File: src/pkg/cmx_pkg.sv
// shared constants and types for the codec mixer control register bank
package cmx_pkg;

   // -----------------------------------------------------------------
   // clock and serial timing
   // -----------------------------------------------------------------
   localparam int CLK_HZ = 20_000_000; // core clock rate
   localparam int BIT_CLKS = 4; // core clocks per serial bit
   localparam logic [1:0] PH_RISE = 2'h0; // sclk rises, sout changes
   localparam logic [1:0] PH_FALL = 2'h2; // sclk falls
   localparam logic [1:0] PH_SAMP = 2'h3; // synced sin is sampled
   localparam logic [5:0] BIT_LAST = 6'h3F; // last bit of 64-bit frame
   localparam logic [5:0] BIT_WR_FLAG = 6'h10; // write flag position
   localparam logic [5:0] BIT_DATA_END = 6'h1F; // last index data bit
   localparam logic [5:0] BIT_RET_START = 6'h30; // returned word start
   localparam logic [3:0] RET_MSB = 4'hF; // msb of returned word

   // mute button debounce time and its cycle count
   localparam int MUTE_DEB_US = 10_000;
   localparam int MUTE_DEB_CYC = (CLK_HZ / 1_000_000) * MUTE_DEB_US;

   // -----------------------------------------------------------------
   // register indexes
   // -----------------------------------------------------------------
   localparam logic [4:0] IDX_R_ADC = 5'h06;
   localparam logic [4:0] IDX_L_ADC = 5'h07;
   localparam logic [4:0] IDX_R_DAC = 5'h08;
   localparam logic [4:0] IDX_L_DAC = 5'h09;
   localparam logic [4:0] IDX_LINE_ATT = 5'h0A;
   localparam logic [4:0] IDX_OUT_MUTE = 5'h0B;
   localparam logic [4:0] IDX_MONO_IO = 5'h0C;
   localparam logic [4:0] IDX_C1_IN = 5'h0D;
   localparam logic [4:0] IDX_C1_OUT = 5'h0E;
   localparam logic [4:0] IDX_C2_IN = 5'h0F;
   localparam logic [4:0] IDX_C2_OUT = 5'h10;

   // -----------------------------------------------------------------
   // writable bit masks and reset values
   // -----------------------------------------------------------------
   localparam logic [7:0] MASK_SUM = 8'h3F;
   localparam logic [7:0] MASK_ATT = 8'hFF;
   localparam logic [7:0] MASK_MUTE = 8'h0F;
   localparam logic [7:0] MASK_MONO = 8'h1F;
   localparam logic [7:0] MASK_C1_IN = 8'h01;
   localparam logic [7:0] MASK_C1_OUT = 8'h07;
   localparam logic [7:0] MASK_C2_IN = 8'hFF;
   localparam logic [7:0] MASK_C2_OUT = 8'h0F;
   localparam logic [7:0] RST_ZERO = 8'h00;
   localparam logic [7:0] RST_MONO = 8'h11; // loop on, -10 dB input
   localparam logic RST_MUTE_STATE = 1'b1; // external mute: unmuted

   // -----------------------------------------------------------------
   // gain steps in dB
   // -----------------------------------------------------------------
   localparam int LOUT_STEP_DB = 3;
   localparam int MONO_STEP_DB = 10;
   localparam int C1_IN_GAIN_DB = 6;
   localparam int TX_ATTEN_DB = 6;
   localparam int RX_BASE_DB = -4;
   localparam int RX_STEP_DB = 4;
   localparam int PREAMP_DB = 20;

   // -----------------------------------------------------------------
   // register layouts
   // -----------------------------------------------------------------
   typedef struct packed {
      logic [1:0] zero;
      logic dac_en; // dac wraparound or main dac
      logic mono_in_en;
      logic mic_en;
      logic line3_en;
      logic line2_en;
      logic line1_en;
   } cmx_sum_t;

   typedef struct packed {
      logic [3:0] left_out_atten_code;
      logic [3:0] right_out_atten_code;
   } cmx_atten_t;

   typedef struct packed {
      logic [2:0] zero;
      logic external_mute_state;
      logic left_out2_en;
      logic left_out1_en;
      logic right_out2_en;
      logic right_out1_en;
   } cmx_mute_t;

   typedef struct packed {
      logic [2:0] zero;
      logic mono_loop_en;
      logic mono_out_right_dac_en;
      logic mono_out_left_dac_en;
      logic [1:0] mono_in_atten_sel;
   } cmx_mono_t;

   typedef struct packed {
      logic [6:0] zero;
      logic codec1_in_gain_sel;
   } cmx_c1in_t;

   typedef struct packed {
      logic [4:0] zero;
      logic codec1_tx_atten;
      logic codec1_tx2_en;
      logic codec1_diff_tx_en;
   } cmx_c1out_t;

   typedef struct packed {
      logic [1:0] codec2_line_rx_gain;
      logic codec2_mic_left_en;
      logic codec2_mic_right_en;
      logic codec2_line_rx_en;
      logic codec2_handset_rx_en;
      logic [1:0] codec2_handset_rx_gain;
   } cmx_c2in_t;

   typedef struct packed {
      logic [3:0] zero;
      logic codec2_tx_atten;
      logic codec2_handset_tx_c_en;
      logic codec2_handset_tx_b_en;
      logic codec2_handset_tx_a_en;
   } cmx_c2out_t;

   typedef struct packed {
      cmx_sum_t right_adc;
      cmx_sum_t left_adc;
      cmx_sum_t right_dac;
      cmx_sum_t left_dac;
      cmx_atten_t line_atten;
      cmx_mute_t out_mute;
      cmx_mono_t mono_io;
      cmx_c1in_t c1_in;
      cmx_c1out_t c1_out;
      cmx_c2in_t c2_in;
      cmx_c2out_t c2_out;
   } cmx_regs_t;

   // decoded gains in dB, two's complement
   typedef struct packed {
      logic signed [7:0] right_out_db;
      logic signed [7:0] left_out_db;
      logic signed [7:0] mono_in_db;
      logic signed [7:0] codec1_in_db;
      logic signed [7:0] codec1_tx_db;
      logic signed [7:0] codec2_line_rx_db;
      logic signed [7:0] codec2_handset_rx_db;
      logic signed [7:0] codec2_tx_db;
      logic signed [7:0] mic_right_pre_db;
      logic signed [7:0] mic_left_pre_db;
   } cmx_gain_t;

   // serial port pins driven by the codec
   typedef struct packed {
      logic sclk;
      logic fsync;
      logic sout;
   } cmx_sport_t;

endpackage : cmx_pkg

File: src/core/cmx_mute_toggle.sv
// debounced push-button toggle for the external mute input
`timescale 1ns/10ps
module cmx_mute_toggle #(
   parameter int DEB_CYC = cmx_pkg::MUTE_DEB_CYC
) (
   // clock and reset
   input wire logic clock,
   input wire logic rst_n,
   // button pin, low while pressed
   input wire logic mute_btn_n,
   // toggled state, 1 means unmuted
   output logic toggle_state
);
   import cmx_pkg::*;

   // -----------------------------------------------------------------
   // state
   // -----------------------------------------------------------------
   typedef struct packed {
      logic s1; // first sync flop
      logic s2; // second sync flop
      logic stable; // debounced button level
      logic [17:0] cnt; // stability counter
      logic state; // toggle output
   } cmx_deb_t;

   cmx_deb_t st_q;
   cmx_deb_t st_d;

   // next state: sync, debounce, toggle on each new press
   always_comb begin
      st_d = st_q;
      st_d.s1 = mute_btn_n;
      st_d.s2 = st_q.s1;
      if (st_q.s2 != st_q.stable) begin
         // level differs, count toward acceptance
         if (st_q.cnt == 18'(DEB_CYC - 1)) begin
            st_d.stable = st_q.s2;
            st_d.cnt = 18'h00000;
            if (!st_q.s2) begin
               st_d.state = ~st_q.state;
            end
         end else begin
            st_d.cnt = st_q.cnt + 18'h00001;
         end
      end else begin
         // bounce seen, restart
         st_d.cnt = 18'h00000;
      end
   end

   // registers, synchronous reset
   always_ff @(posedge clock) begin
      if (!rst_n) begin
         st_q <= '{s1: 1'b1, s2: 1'b1, stable: 1'b1, cnt: 18'h00000,
                   state: RST_MUTE_STATE};
      end else begin
         st_q <= st_d;
      end
   end

   assign toggle_state = st_q.state;

endmodule : cmx_mute_toggle

File: src/core/cmx_mixer_regs.sv
// mixer control register bank reached through the serial frame
`timescale 1ns/10ps

// What this block does
// - right adc summer: six enables, 0 mutes
// - bit 5 loops same-side dac into adc
// - left adc summer uses same layout
// - right dac summer: six active-high enables
// - left dac summer mirrors right layout
// - line attenuation codes: right 3:0, left 7:4
// - attenuation is 3 dB per code step
// - output mute enables bits 0..3, 0 mutes
// - bit 4 reads debounced external mute, 1
// - mono input attenuation 0/-10/-20/-30 dB, reset 01
// - mono output summer gates left/right dac
// - mono loop enable resets to one
// - codec one input gain +0 or +6 dB
// - codec one dac to two transmit pins
// - codec one -6 dB transmit attenuator
// - codec two receive gains -4..+8 dB
// - codec two adc summer input enables
// - codec two three transmit enables, attenuator
// - mic preamp select gives 0 or 20 dB
// - frame carries write flag, index, data
// - frame returns index and register contents
module cmx_mixer_regs #(
   parameter int MUTE_DEB_CYC = cmx_pkg::MUTE_DEB_CYC
) (
   // clock and reset
   input wire logic clock,
   input wire logic rst_n,
   // serial port one, codec side
   input wire logic sin,
   output cmx_pkg::cmx_sport_t sport,
   // external mute button, low while pressed
   input wire logic mute_btn_n,
   // mic preamp selects from the mic gain registers
   input wire logic mic_right_preamp_sel,
   input wire logic mic_left_preamp_sel,
   // controls to the analog mixer
   output cmx_pkg::cmx_regs_t mix_ctrl,
   output cmx_pkg::cmx_gain_t gains
);
   import cmx_pkg::*;

   // -----------------------------------------------------------------
   // state
   // -----------------------------------------------------------------
   typedef struct packed {
      logic [1:0] phase; // clock phase within a bit
      logic [5:0] bit_cnt; // bit position within the frame
      logic sin_s1; // first sync flop
      logic sin_s2; // second sync flop
      logic [15:0] in_sr; // input shift, bits 16..31
      logic [15:0] out_sr; // returned word shifter
      logic [4:0] last_idx; // index of current frame
      cmx_sport_t pins; // driven serial pins
      cmx_regs_t regs; // register contents
      cmx_gain_t gains; // decoded gains
   } cmx_state_t;

   cmx_state_t st_q;
   cmx_state_t st_d;
   logic ext_mute_state; // debounced toggle from the button
   logic [15:0] in_next; // shift register after this sample
   logic [7:0] rd_data; // read data of addressed register
   logic [4:0] fr_idx; // index field of current frame
   logic [7:0] fr_data; // data field of current frame
   logic fr_wr; // write flag of current frame

   // -----------------------------------------------------------------
   // external mute debouncer
   // -----------------------------------------------------------------
   cmx_mute_toggle #(
      .DEB_CYC(MUTE_DEB_CYC)
   ) u_mute (
      .clock(clock),
      .rst_n(rst_n),
      .mute_btn_n(mute_btn_n),
      .toggle_state(ext_mute_state)
   );

   // -----------------------------------------------------------------
   // frame field extraction
   // -----------------------------------------------------------------
   // new sample joins the shift register, msb first
   assign in_next = {st_q.in_sr[14:0], st_q.sin_s2};
   // flag at bit 16, index 19..23, data 24..31
   assign fr_wr = in_next[15];
   assign fr_idx = in_next[12:8];
   assign fr_data = in_next[7:0];

   // -----------------------------------------------------------------
   // read mux
   // -----------------------------------------------------------------
   // unmapped indexes read as zero
   always_comb begin
      if (st_q.last_idx == IDX_R_ADC) begin
         rd_data = st_q.regs.right_adc;
      end else if (st_q.last_idx == IDX_L_ADC) begin
         rd_data = st_q.regs.left_adc;
      end else if (st_q.last_idx == IDX_R_DAC) begin
         rd_data = st_q.regs.right_dac;
      end else if (st_q.last_idx == IDX_L_DAC) begin
         rd_data = st_q.regs.left_dac;
      end else if (st_q.last_idx == IDX_LINE_ATT) begin
         rd_data = st_q.regs.line_atten;
      end else if (st_q.last_idx == IDX_OUT_MUTE) begin
         rd_data = st_q.regs.out_mute;
      end else if (st_q.last_idx == IDX_MONO_IO) begin
         rd_data = st_q.regs.mono_io;
      end else if (st_q.last_idx == IDX_C1_IN) begin
         rd_data = st_q.regs.c1_in;
      end else if (st_q.last_idx == IDX_C1_OUT) begin
         rd_data = st_q.regs.c1_out;
      end else if (st_q.last_idx == IDX_C2_IN) begin
         rd_data = st_q.regs.c2_in;
      end else if (st_q.last_idx == IDX_C2_OUT) begin
         rd_data = st_q.regs.c2_out;
      end else begin
         rd_data = RST_ZERO;
      end
   end

   // -----------------------------------------------------------------
   // next state
   // -----------------------------------------------------------------
   always_comb begin
      st_d = st_q;
      // pin synchroniser
      st_d.sin_s1 = sin;
      st_d.sin_s2 = st_q.sin_s1;
      // bit timing
      st_d.phase = st_q.phase + 2'h1;

      st_d.regs.out_mute.external_mute_state = ext_mute_state;

      // clock edges and frame sync
      if (st_q.phase == PH_RISE) begin
         st_d.pins.sclk = 1'b1;
         st_d.pins.fsync = (st_q.bit_cnt == 6'h00);
         if (st_q.bit_cnt == BIT_RET_START) begin
            st_d.out_sr = {3'h0, st_q.last_idx, rd_data};
            st_d.pins.sout = 1'b0;
         end else if (st_q.bit_cnt > BIT_RET_START) begin
            st_d.out_sr = {st_q.out_sr[14:0], 1'b0};
            st_d.pins.sout = st_q.out_sr[RET_MSB - 4'h1];
         end else begin
            st_d.pins.sout = 1'b0;
         end
      end else if (st_q.phase == PH_FALL) begin
         st_d.pins.sclk = 1'b0;
      end

      // sampling and write decode
      if (st_q.phase == PH_SAMP) begin
         st_d.bit_cnt = st_q.bit_cnt + 6'h01;
         if (st_q.bit_cnt >= BIT_WR_FLAG) begin
            if (st_q.bit_cnt <= BIT_DATA_END) begin
               st_d.in_sr = in_next;
            end
         end
         if (st_q.bit_cnt == BIT_DATA_END) begin
            // remember index for the return slot
            st_d.last_idx = fr_idx;
            // write only when the flag is one
            if (fr_wr) begin
               if (fr_idx == IDX_R_ADC) begin
                  st_d.regs.right_adc = cmx_sum_t'(fr_data & MASK_SUM);
               end else if (fr_idx == IDX_L_ADC) begin
                  st_d.regs.left_adc = cmx_sum_t'(fr_data & MASK_SUM);
               end else if (fr_idx == IDX_R_DAC) begin
                  st_d.regs.right_dac = cmx_sum_t'(fr_data & MASK_SUM);
               end else if (fr_idx == IDX_L_DAC) begin
                  st_d.regs.left_dac = cmx_sum_t'(fr_data & MASK_SUM);
               end else if (fr_idx == IDX_LINE_ATT) begin
                  st_d.regs.line_atten = cmx_atten_t'(fr_data & MASK_ATT);
               end else if (fr_idx == IDX_OUT_MUTE) begin
                  st_d.regs.out_mute.right_out1_en = fr_data[0];
                  st_d.regs.out_mute.right_out2_en = fr_data[1];
                  st_d.regs.out_mute.left_out1_en = fr_data[2];
                  st_d.regs.out_mute.left_out2_en = fr_data[3];
               end else if (fr_idx == IDX_MONO_IO) begin
                  st_d.regs.mono_io = cmx_mono_t'(fr_data & MASK_MONO);
               end else if (fr_idx == IDX_C1_IN) begin
                  st_d.regs.c1_in = cmx_c1in_t'(fr_data & MASK_C1_IN);
               end else if (fr_idx == IDX_C1_OUT) begin
                  st_d.regs.c1_out = cmx_c1out_t'(fr_data & MASK_C1_OUT);
               end else if (fr_idx == IDX_C2_IN) begin
                  st_d.regs.c2_in = cmx_c2in_t'(fr_data & MASK_C2_IN);
               end else if (fr_idx == IDX_C2_OUT) begin
                  st_d.regs.c2_out = cmx_c2out_t'(fr_data & MASK_C2_OUT);
               end
            end
         end
      end

      // -----------------------------------------------------------------
      // gain decode from current register contents
      // -----------------------------------------------------------------
      // three dB per attenuation step
      st_d.gains.right_out_db = 8'(-(LOUT_STEP_DB *
         int'(st_q.regs.line_atten.right_out_atten_code)));
      st_d.gains.left_out_db = 8'(-(LOUT_STEP_DB *
         int'(st_q.regs.line_atten.left_out_atten_code)));
      // ten dB per mono input step
      st_d.gains.mono_in_db = 8'(-(MONO_STEP_DB *
         int'(st_q.regs.mono_io.mono_in_atten_sel)));
      st_d.gains.codec1_in_db = st_q.regs.c1_in.codec1_in_gain_sel ?
         8'(C1_IN_GAIN_DB) : 8'h00;
      st_d.gains.codec1_tx_db = st_q.regs.c1_out.codec1_tx_atten ?
         8'(-TX_ATTEN_DB) : 8'h00;
      // receive amplifiers, -4 dB plus 4 per step
      st_d.gains.codec2_line_rx_db = 8'(RX_BASE_DB + RX_STEP_DB *
         int'(st_q.regs.c2_in.codec2_line_rx_gain));
      st_d.gains.codec2_handset_rx_db = 8'(RX_BASE_DB + RX_STEP_DB *
         int'(st_q.regs.c2_in.codec2_handset_rx_gain));
      st_d.gains.codec2_tx_db = st_q.regs.c2_out.codec2_tx_atten ?
         8'(-TX_ATTEN_DB) : 8'h00;
      st_d.gains.mic_right_pre_db = mic_right_preamp_sel ?
         8'(PREAMP_DB) : 8'h00;
      st_d.gains.mic_left_pre_db = mic_left_preamp_sel ?
         8'(PREAMP_DB) : 8'h00;
   end

   // -----------------------------------------------------------------
   // state registers
   // -----------------------------------------------------------------
   // every field takes its reset value
   always_ff @(posedge clock) begin
      if (!rst_n) begin
         st_q.phase <= 2'h0;
         st_q.bit_cnt <= 6'h00;
         st_q.sin_s1 <= 1'b0;
         st_q.sin_s2 <= 1'b0;
         st_q.in_sr <= 16'h0000;
         st_q.out_sr <= 16'h0000;
         st_q.last_idx <= 5'h00;
         st_q.pins <= '0;
         st_q.regs.right_adc <= cmx_sum_t'(RST_ZERO);
         st_q.regs.left_adc <= cmx_sum_t'(RST_ZERO);
         st_q.regs.right_dac <= cmx_sum_t'(RST_ZERO);
         st_q.regs.left_dac <= cmx_sum_t'(RST_ZERO);
         st_q.regs.line_atten <= cmx_atten_t'(RST_ZERO);
         st_q.regs.out_mute <= cmx_mute_t'(RST_ZERO);
         st_q.regs.out_mute.external_mute_state <= RST_MUTE_STATE;
         // mono loop on, input at -10 dB
         st_q.regs.mono_io <= cmx_mono_t'(RST_MONO);
         st_q.regs.c1_in <= cmx_c1in_t'(RST_ZERO);
         st_q.regs.c1_out <= cmx_c1out_t'(RST_ZERO);
         st_q.regs.c2_in <= cmx_c2in_t'(RST_ZERO);
         st_q.regs.c2_out <= cmx_c2out_t'(RST_ZERO);
         st_q.gains <= '0;
      end else begin
         st_q <= st_d;
      end
   end

   // -----------------------------------------------------------------
   // outputs
   // -----------------------------------------------------------------
   // analog controls follow the registers
   assign mix_ctrl = st_q.regs;
   assign gains = st_q.gains;
   assign sport = st_q.pins;

endmodule : cmx_mixer_regs

File: config.mk
export PLATFORM = sky130hd
export DESIGN_NAME = cmx_mixer_regs
export DESIGN_NICKNAME = d
export VERILOG_FILES = /design/src/pkg/cmx_pkg.sv /design/src/core/cmx_mute_toggle.sv /design/src/core/cmx_mixer_regs.sv
export SDC_FILE = /design/constraint.sdc
export NUM_CORES = 1
export LEC_CHECK = 0
export ABC_AREA = 1
export BUFFER_PORTS_ARGS = -buffer_cell sky130_fd_sc_hd__clkbuf_2
export CAP_MARGIN = 20
export CORE_MARGIN = 4
export CORE_UTILIZATION = 52
export DETAILED_ROUTE_END_ITERATION = 6
export MAX_ROUTING_LAYER = met4
export PLACE_DENSITY = 0.78
export SETUP_SLACK_MARGIN = 0.05
export SLEW_MARGIN = 0
export SYNTH_ARGS = -nofsm -noshare
export SYNTH_HDL_FRONTEND = slang
export SYNTH_SLANG_ARGS = --single-unit
File: constraint.sdc
create_clock -name clock -period 2.4 [get_ports clock]
set_input_delay 0.12 -clock clock [delete_from_list [all_inputs] [get_ports clock]]
set_output_delay 0.12 -clock clock [all_outputs]
set_load 0.02 [all_outputs]
==> results of run 1 <==
-- synthesized netlist by cell type, drive strengths merged (2+ instances only) --
cell,number
xor2,3
or2,4
clkinv,2
a31oi,3
nor3,15
nand2,117
nand4,19
and2,2
nor3b,5
dfxtp,160
inv,114
a211oi,40
nand3,36
a221oi,4
o22ai,4
ha,26
xnor2,4
buf,183
nor2,113
o21bai,2
nor4,7
o21ai,61
clkbuf,18
o211ai,5
a21oi,79
-- power by group --
group,total [mW],switching (mW),internal [mW]
logic,0.249,0.202,0.0478
clock network,2.74,1.10,1.63
registers,2.69,0.0128,2.68
-- critical path, delay by kind of cell (launching register included) --
kind | cells | cell delay (ps)
compound gates | 1 | 50
flops | 1 | 360
simple gates | 5 | 1130
buf+inv | 1 | 130
fa+ha+maj | 1 | 220
-- layout make-up --
cell class	count	area [sq um]	area share [%]
clock buffers	18	429	5.07
inverters	116	435	5.14
multi-input cells	609	3240	38.3
clock inverters	13	163	1.92
flip-flops and latches	160	3200	37.8
well taps	188	235	2.78
repair buffers	139	756	8.93
-- sequential cells by signal (all words and copies together) (netlist names) --
name	flops
sport	3
fr_data	8
st_q	28
u_mute.st_q	20
fr_wr	1
mix_ctrl	58
u_mute.toggle_state	1
st_d	1
gains	32
fr_idx	5
in_next	2
u_mute.st_d	1
-- through the flow --
stage / area, sq um / hold slack, ps / instances / worst slack (ps) / utilization (%)
6_report: 8460 / 272 / 1243 / 364 / 55.7
5_1_grt: 8460 / 327 / 1243 / 77.4 / 55.7
4_1_cts: 8460 / 266 / 1243 / 349 / 55.7
3_5_place_dp: 7830 / 310 / 1208 / 358 / 51.5
3_3_place_gp: 7830 / 302 / 1208 / 400 / 51.5
2_1_floorplan: 8300 / 218 / 1086 / 652 / -
-- cells by family (layout without fill, tap and decap cells) --
group / count (synthesis) / after routing / synth area share (%)
fa+ha+maj: 26 / 26 / 4.02
compound gates: 200 / 200 / 14.8
simple gates: 319 / 319 / 17.8
xor+xnor: 7 / 7 / 0.758
other cells: 1 / 57 / 0.0464
flops: 160 / 160 / 39.6
buf+inv: 317 / 286 / 22.9
-- layout by cell type (no fill, tap or decap), types with 4 or more instances in the layout --
cell type and count:
inv_2 6, dfxtp_1 160, nand4_1 19, xnor2_1 4, ha_1 26, a211oi_2 10, conb_1 57, nand2_1 115
nand3_1 35, clkbuf_16 17, o22ai_1 4, nor3b_1 5, inv_1 109, nor4_1 4, a211oi_1 30, a221oi_1 4
buf_4 16, or2_2 4, nor2_1 108, clkbuf_2 119, nor3_1 12, o211ai_1 5, o21ai_0 61, a21oi_1 79
dlygate4sd3_1 4
-- timing repair --
action,CTS,global route
buffers inserted,0,0
endpoints found under the hold margin,4,0
endpoints found under the setup margin,0,0
hold buffers,4,0
-- final timing paths --
| path | end |
|---|---|
| min | u_mute.st_q[9]$_SDFF_PP0_ |
| max reg2reg | mix_ctrl[9]$_SDFFE_PN0P_ |
| max | mix_ctrl[9]$_SDFFE_PN0P_ |
| min reg2reg | u_mute.st_q[20]$_SDFF_PN1_ |
-- metal layers --
metal  GRT usage [%]  vias up
li1                -     3184
met1            24.6     2937
met2            34.6      211
met3            4.71       36
met4            8.66        0
met5               -        -
==> flow_summary_export.csv, run 1 <==
group,metric,value,unit
die,die_h,133,um
worst_setup_path,slowest_stage,"dfxtp_1",
global_routing,grt_overflow,0,
cts,clockBufferDepth,2,
global_routing,grt.total_usage,20.9,%
global_routing,grt_pass1_vias,5837,
cells_and_area,area.growth.synth_to_final,4.62,%
cells_and_area,num_antenna_cells,0,
timing,clock.fmax,491,MHz
cts,postCtsResizedCells,0,
worst_setup_path,critPathLaunchType,"flip-flop",
min_path,hold_path_class,"in2reg",
power_and_ir_drop,max-vdd-ir-drop,501,uV
synthesis,synthArstFlopShare,0,%
placed_design,place_congestion,0.928,
timing,relSlewSlack,56.4,%
worst_setup_path,ff2ff_path_depth,8,
synthesis,synth_ff_type,"dfxtp_1",
power_and_ir_drop,power_density,671,mW/mm^2
timing,finalSetupTns,0,ps
synthesis,yosysWarnings,0,
routing,wl_met2,9.00,mm
synthesis,synth-seq-cells,160,
min_path,hp-start,"rst_n",
synthesis,synth.area.top_cells,"dfxtp_1, buf_4, nand2_1, inv_1, nor2_1",
routing,wl_met3,1.01,mm
worst_setup_path,cp_max_fo,16,
timing,setup_viol,0,
synthesis,netlist_area,0.00809,sq mm
routing,drc,0,
routing,wl,17.9,mm
timing,slew_violations,0,
placed_design,hpwl,13.2,mm
cts,numCtsBuffers,17,
cells_and_area,fillers,1390,
routing,drt-initial-drc-count,402,
global_routing,antenna_found_initial,0,
placed_design,io_buffers,119,
timing,worst_slew_pin_slew,654,ps
routing,top_layer,"met4",
timing,period_needed,2040,ps
synthesis,yosys.area.top_type,"dfxtp_1",
routing,wl_per_cell,14.4,um
worst_setup_path,slowest_delay,360,ps
timing,hold_viol_final,0,
die,die_w,133,um
global_routing,grt_max_degree,63,
synthesis,synth_top_cell_area_share,39.6,%
cells_and_area,layout.nets,1075,
timing,fin_skew,9.68,ps
min_path,holdPathStages,5,
die,coreArea,0.0152,sq mm
die,start_util,53.2,%
cts,clk_pin_slew_worst_paths,60,ps
flow_run,maxCapViolCount,0,
synthesis,synth_edf_count,0,
global_routing,grt_pass1_wl,28.9,mm
timing,post-route-period-util,84.8,%
power_and_ir_drop,fin_total_pwr,5.68,mW
run_status,status,"finished, final reports clean",
routing,via_per_inst,5.12,
die,io_pins,177,
synthesis,netlist_instances,1030,
worst_setup_path,r2r_slack,360,ps
cts,cts_root_buffer,"clkbuf_16",
die,dieArea,0.0176,sq mm
synthesis,synth-seq-area-share,39.6,%
die,row_count,45,
cts,worstSkewPairLatency,430,ps
worst_setup_path,r2r_start,"st_q[210]$_SDFFE_PN0P_",
cts,h-tree-depth,4,
worst_setup_path,crit_type,"reg2reg",
worst_setup_path,path_cells,"ha_1 -> nand2_2 -> nor3_4 -> inv_2 -> nor2_2 -> nand3_2 -> nor2_1 -> a211oi_2",
cts,cts_tree,"yes",
routing,dr.pass1.iters,6,
worst_setup_path,cp.required,2680,ps
routing,drt-met1-wl,7.46,mm
cells_and_area,layout-drive-gt1-share,18.9,%
timing,rsz0062_at_grt,"no",
routing,drtAntennaViolNets,0,
synthesis,ys_types,42,
synthesis,syn_area_per_cell,7.85,sq um
worst_setup_path,critical_path.startpoint,"st_q[210]$_SDFFE_PN0P_",
power_and_ir_drop,power.leakage,3.68,nW
routing,vias,6368,
worst_setup_path,endpoint_kind,"flip-flop",
cts,cts_sinks,160,
worst_setup_path,arrival,2310,ps
No activity file was read; power rests on OpenSTA's default activity.
==> run 2: changes to the inputs <==
CORE_UTILIZATION = 50   (was 52)
clock period = 1.85 ns   (was 2.4 ns; I/O delays follow)
==> run 2 against run 1 <==
Effect of this change: design area rose by 8.2%; first-iteration DRC count rose by 27%; register-to-register slack got worse by 340 ps; highest routed layer unchanged; via count rose by 4.5%; worst hold slack improved by 140 ps; combinational power rose by 40%; die area rose by 3.8%; core utilization rose by 2.0 points.
==> flow_summary_export.csv, run 2 (synthesis gave the netlist of run 1 again) <==
group,metric,value,unit
run_status,status,"finished, final reports clean",
power_and_ir_drop,combPwrFrac,4.9,%
timing,setup_viol,0,
placed_design,place_congestion,0.938,
routing,wl,19.4,mm
worst_setup_path,endpoint_kind,"flip-flop",
cells_and_area,layout-drive-gt1-share,27.3,%
routing,drc,0,
global_routing,grt_pass1_vias,6084,
cells_and_area,fin_cells,1319,
worst_setup_path,critPathLaunchType,"flip-flop",
power_and_ir_drop,max-vdd-ir-drop,696,uV
worst_setup_path,cp.required,2150,ps
timing,rsz0062_at_grt,"yes",
timing,post-route-period-util,98.6,%
power_and_ir_drop,swShare,23.3,%
routing,wl_per_cell,14.7,um
placed_design,placed_cells,1265,
die,row_count,46,
cells_and_area,largest_register_ffs,58,
die,die_w,135,um
global_routing,grt.total_usage,21.1,%
flow_run,maxCapViolCount,0,
power_and_ir_drop,power_density,778,mW/mm^2
die,coreArea,0.0159,sq mm
global_routing,grt_overflow,0,
placed_design,io_buffers,119,
routing,drtAntennaViolNets,0,
routing,vias,6653,
cells_and_area,mostFrequentLayoutCells,"dfxtp_1, clkbuf_2, inv_1, nand2_1, nor2_1",
global_routing,grt_pass1_wl,29.9,mm
cts,clockBufferDepth,2,
cts,h-tree-depth,4,
power_and_ir_drop,p_clk_share,46.1,%
cts,clk_pin_slew_worst_paths,60,ps
power_and_ir_drop,p_int,5.47,mW
cells_and_area,final_common_cell,"dfxtp_1",
cts,worstSkewPairLatency,420,ps
timing,hold_viol_final,0,
cts,cts_sinks,160,
power_and_ir_drop,power.leakage,3.98,nW
timing,fin_skew,9.75,ps
power_and_ir_drop,fin_total_pwr,7.13,mW
worst_setup_path,arrival,2130,ps
worst_setup_path,cp_max_fo,4,
worst_setup_path,crit_type,"reg2reg",
power_and_ir_drop,p_sw,1.66,mW
routing,dr.pass1.iters,5,
die,io_pins,177,
cells_and_area,layout.nets,1123,
timing,period_needed,1820,ps
global_routing,antenna_found_initial,0,
min_path,hold_path_class,"reg2reg",
placed_design,hpwl,13.8,mm
timing,clock.fmax,548,MHz
power_and_ir_drop,seq_power_share,49.0,%
die,dieArea,0.0183,sq mm
cells_and_area,area.growth.synth_to_final,13.3,%
cells_and_area,utilization,57.7,%
timing,whs,411,ps
routing,drt-initial-drc-count,509,
cells_and_area,num_antenna_cells,0,
routing,via_per_inst,5.04,
die,start_util,50.9,%
die,die_h,135,um
timing,slew_violations,0,
cts,numCtsBuffers,17,
global_routing,grt_max_degree,60,
timing,finalSetupTns,0,ps
cts,cts_root_buffer,"clkbuf_16",
cts,cts_tree,"yes",
==> run 2: layout make-up <==
type                            instances  area, sq um
Multi-Input combinational cell        609         3490
Inverter                              116          439
Fill cell                            1415         6720
Sequential cell                       160         3220
Tap cell                              216          270
Timing Repair Buffer                  187         1190
Clock buffer                           22          464
Clock inverter                          9         86.3
==> run 2: routing by layer <==
metal  GRT usage, %  wire, um  up-vias  part of all wire [%]
li1               -         -     3271                     -
met1           24.4      7880     3091                    41
met2           35.5      9630      253                    50
met3           4.79      1160       38                   6.0
met4           9.01       689        0                   3.6
met5              -         0        -                     0
==> run 2: what timing repair did <==
item / CTS / global route
endpoints found under the setup margin: 7 / 86
resized for setup: 5 / 91
buffers inserted: 0 / 14
pin swaps: 0 / 15
hold endpoints to repair: 5 / 0
gates cloned: 0 / 2
hold buffers: 7 / 0
==> run 2: worst max-delay path: stages (launching register included) <==
cell,delay [ps]
dfxtp_2,350
inv_4,50
nor2_4,150
nand2_4,80
nor3_4,180
inv_2,70
nor2_2,110
nand4_1,250
buf_4,250
o21ai_0,150
a21oi_1,70
==> run 2: per-stage QoR <==
stage / setup slack, ps / area, sq um
final: 25.8 / 9160
after global placement: 17.8 / 8120
after detailed placement: -2.04 / 8120
after global routing: -111 / 9160
after floorplan: 102 / 8300
after CTS: 47.2 / 8760
==> run 2: path summary, 6_finish.rpt <==
path                                end  slack [ps]                  startpoint  cells after the start
min          u_mute.st_q[20]$_SDFF_PN1_         410  u_mute.st_d[20]$_SDFF_PN1_                      1
min reg2reg  u_mute.st_q[20]$_SDFF_PN1_         410  u_mute.st_d[20]$_SDFF_PN1_                      1
max reg2reg   mix_ctrl[60]$_SDFFE_PN0P_          30      st_q[214]$_SDFFE_PN0P_                     10
max           mix_ctrl[60]$_SDFFE_PN0P_          30      st_q[214]$_SDFFE_PN0P_                     10
==> run 2: power groups by stage <==
stage	clock network [mW]	logic, mW	registers, mW
final	3.29	0.348	3.49
after global routing	3.47	0.379	3.50
after CTS	3.33	0.340	3.49
after detailed placement	0	0.327	3.57
after global placement	0	0.326	3.57
after floorplan	0	0.376	3.56
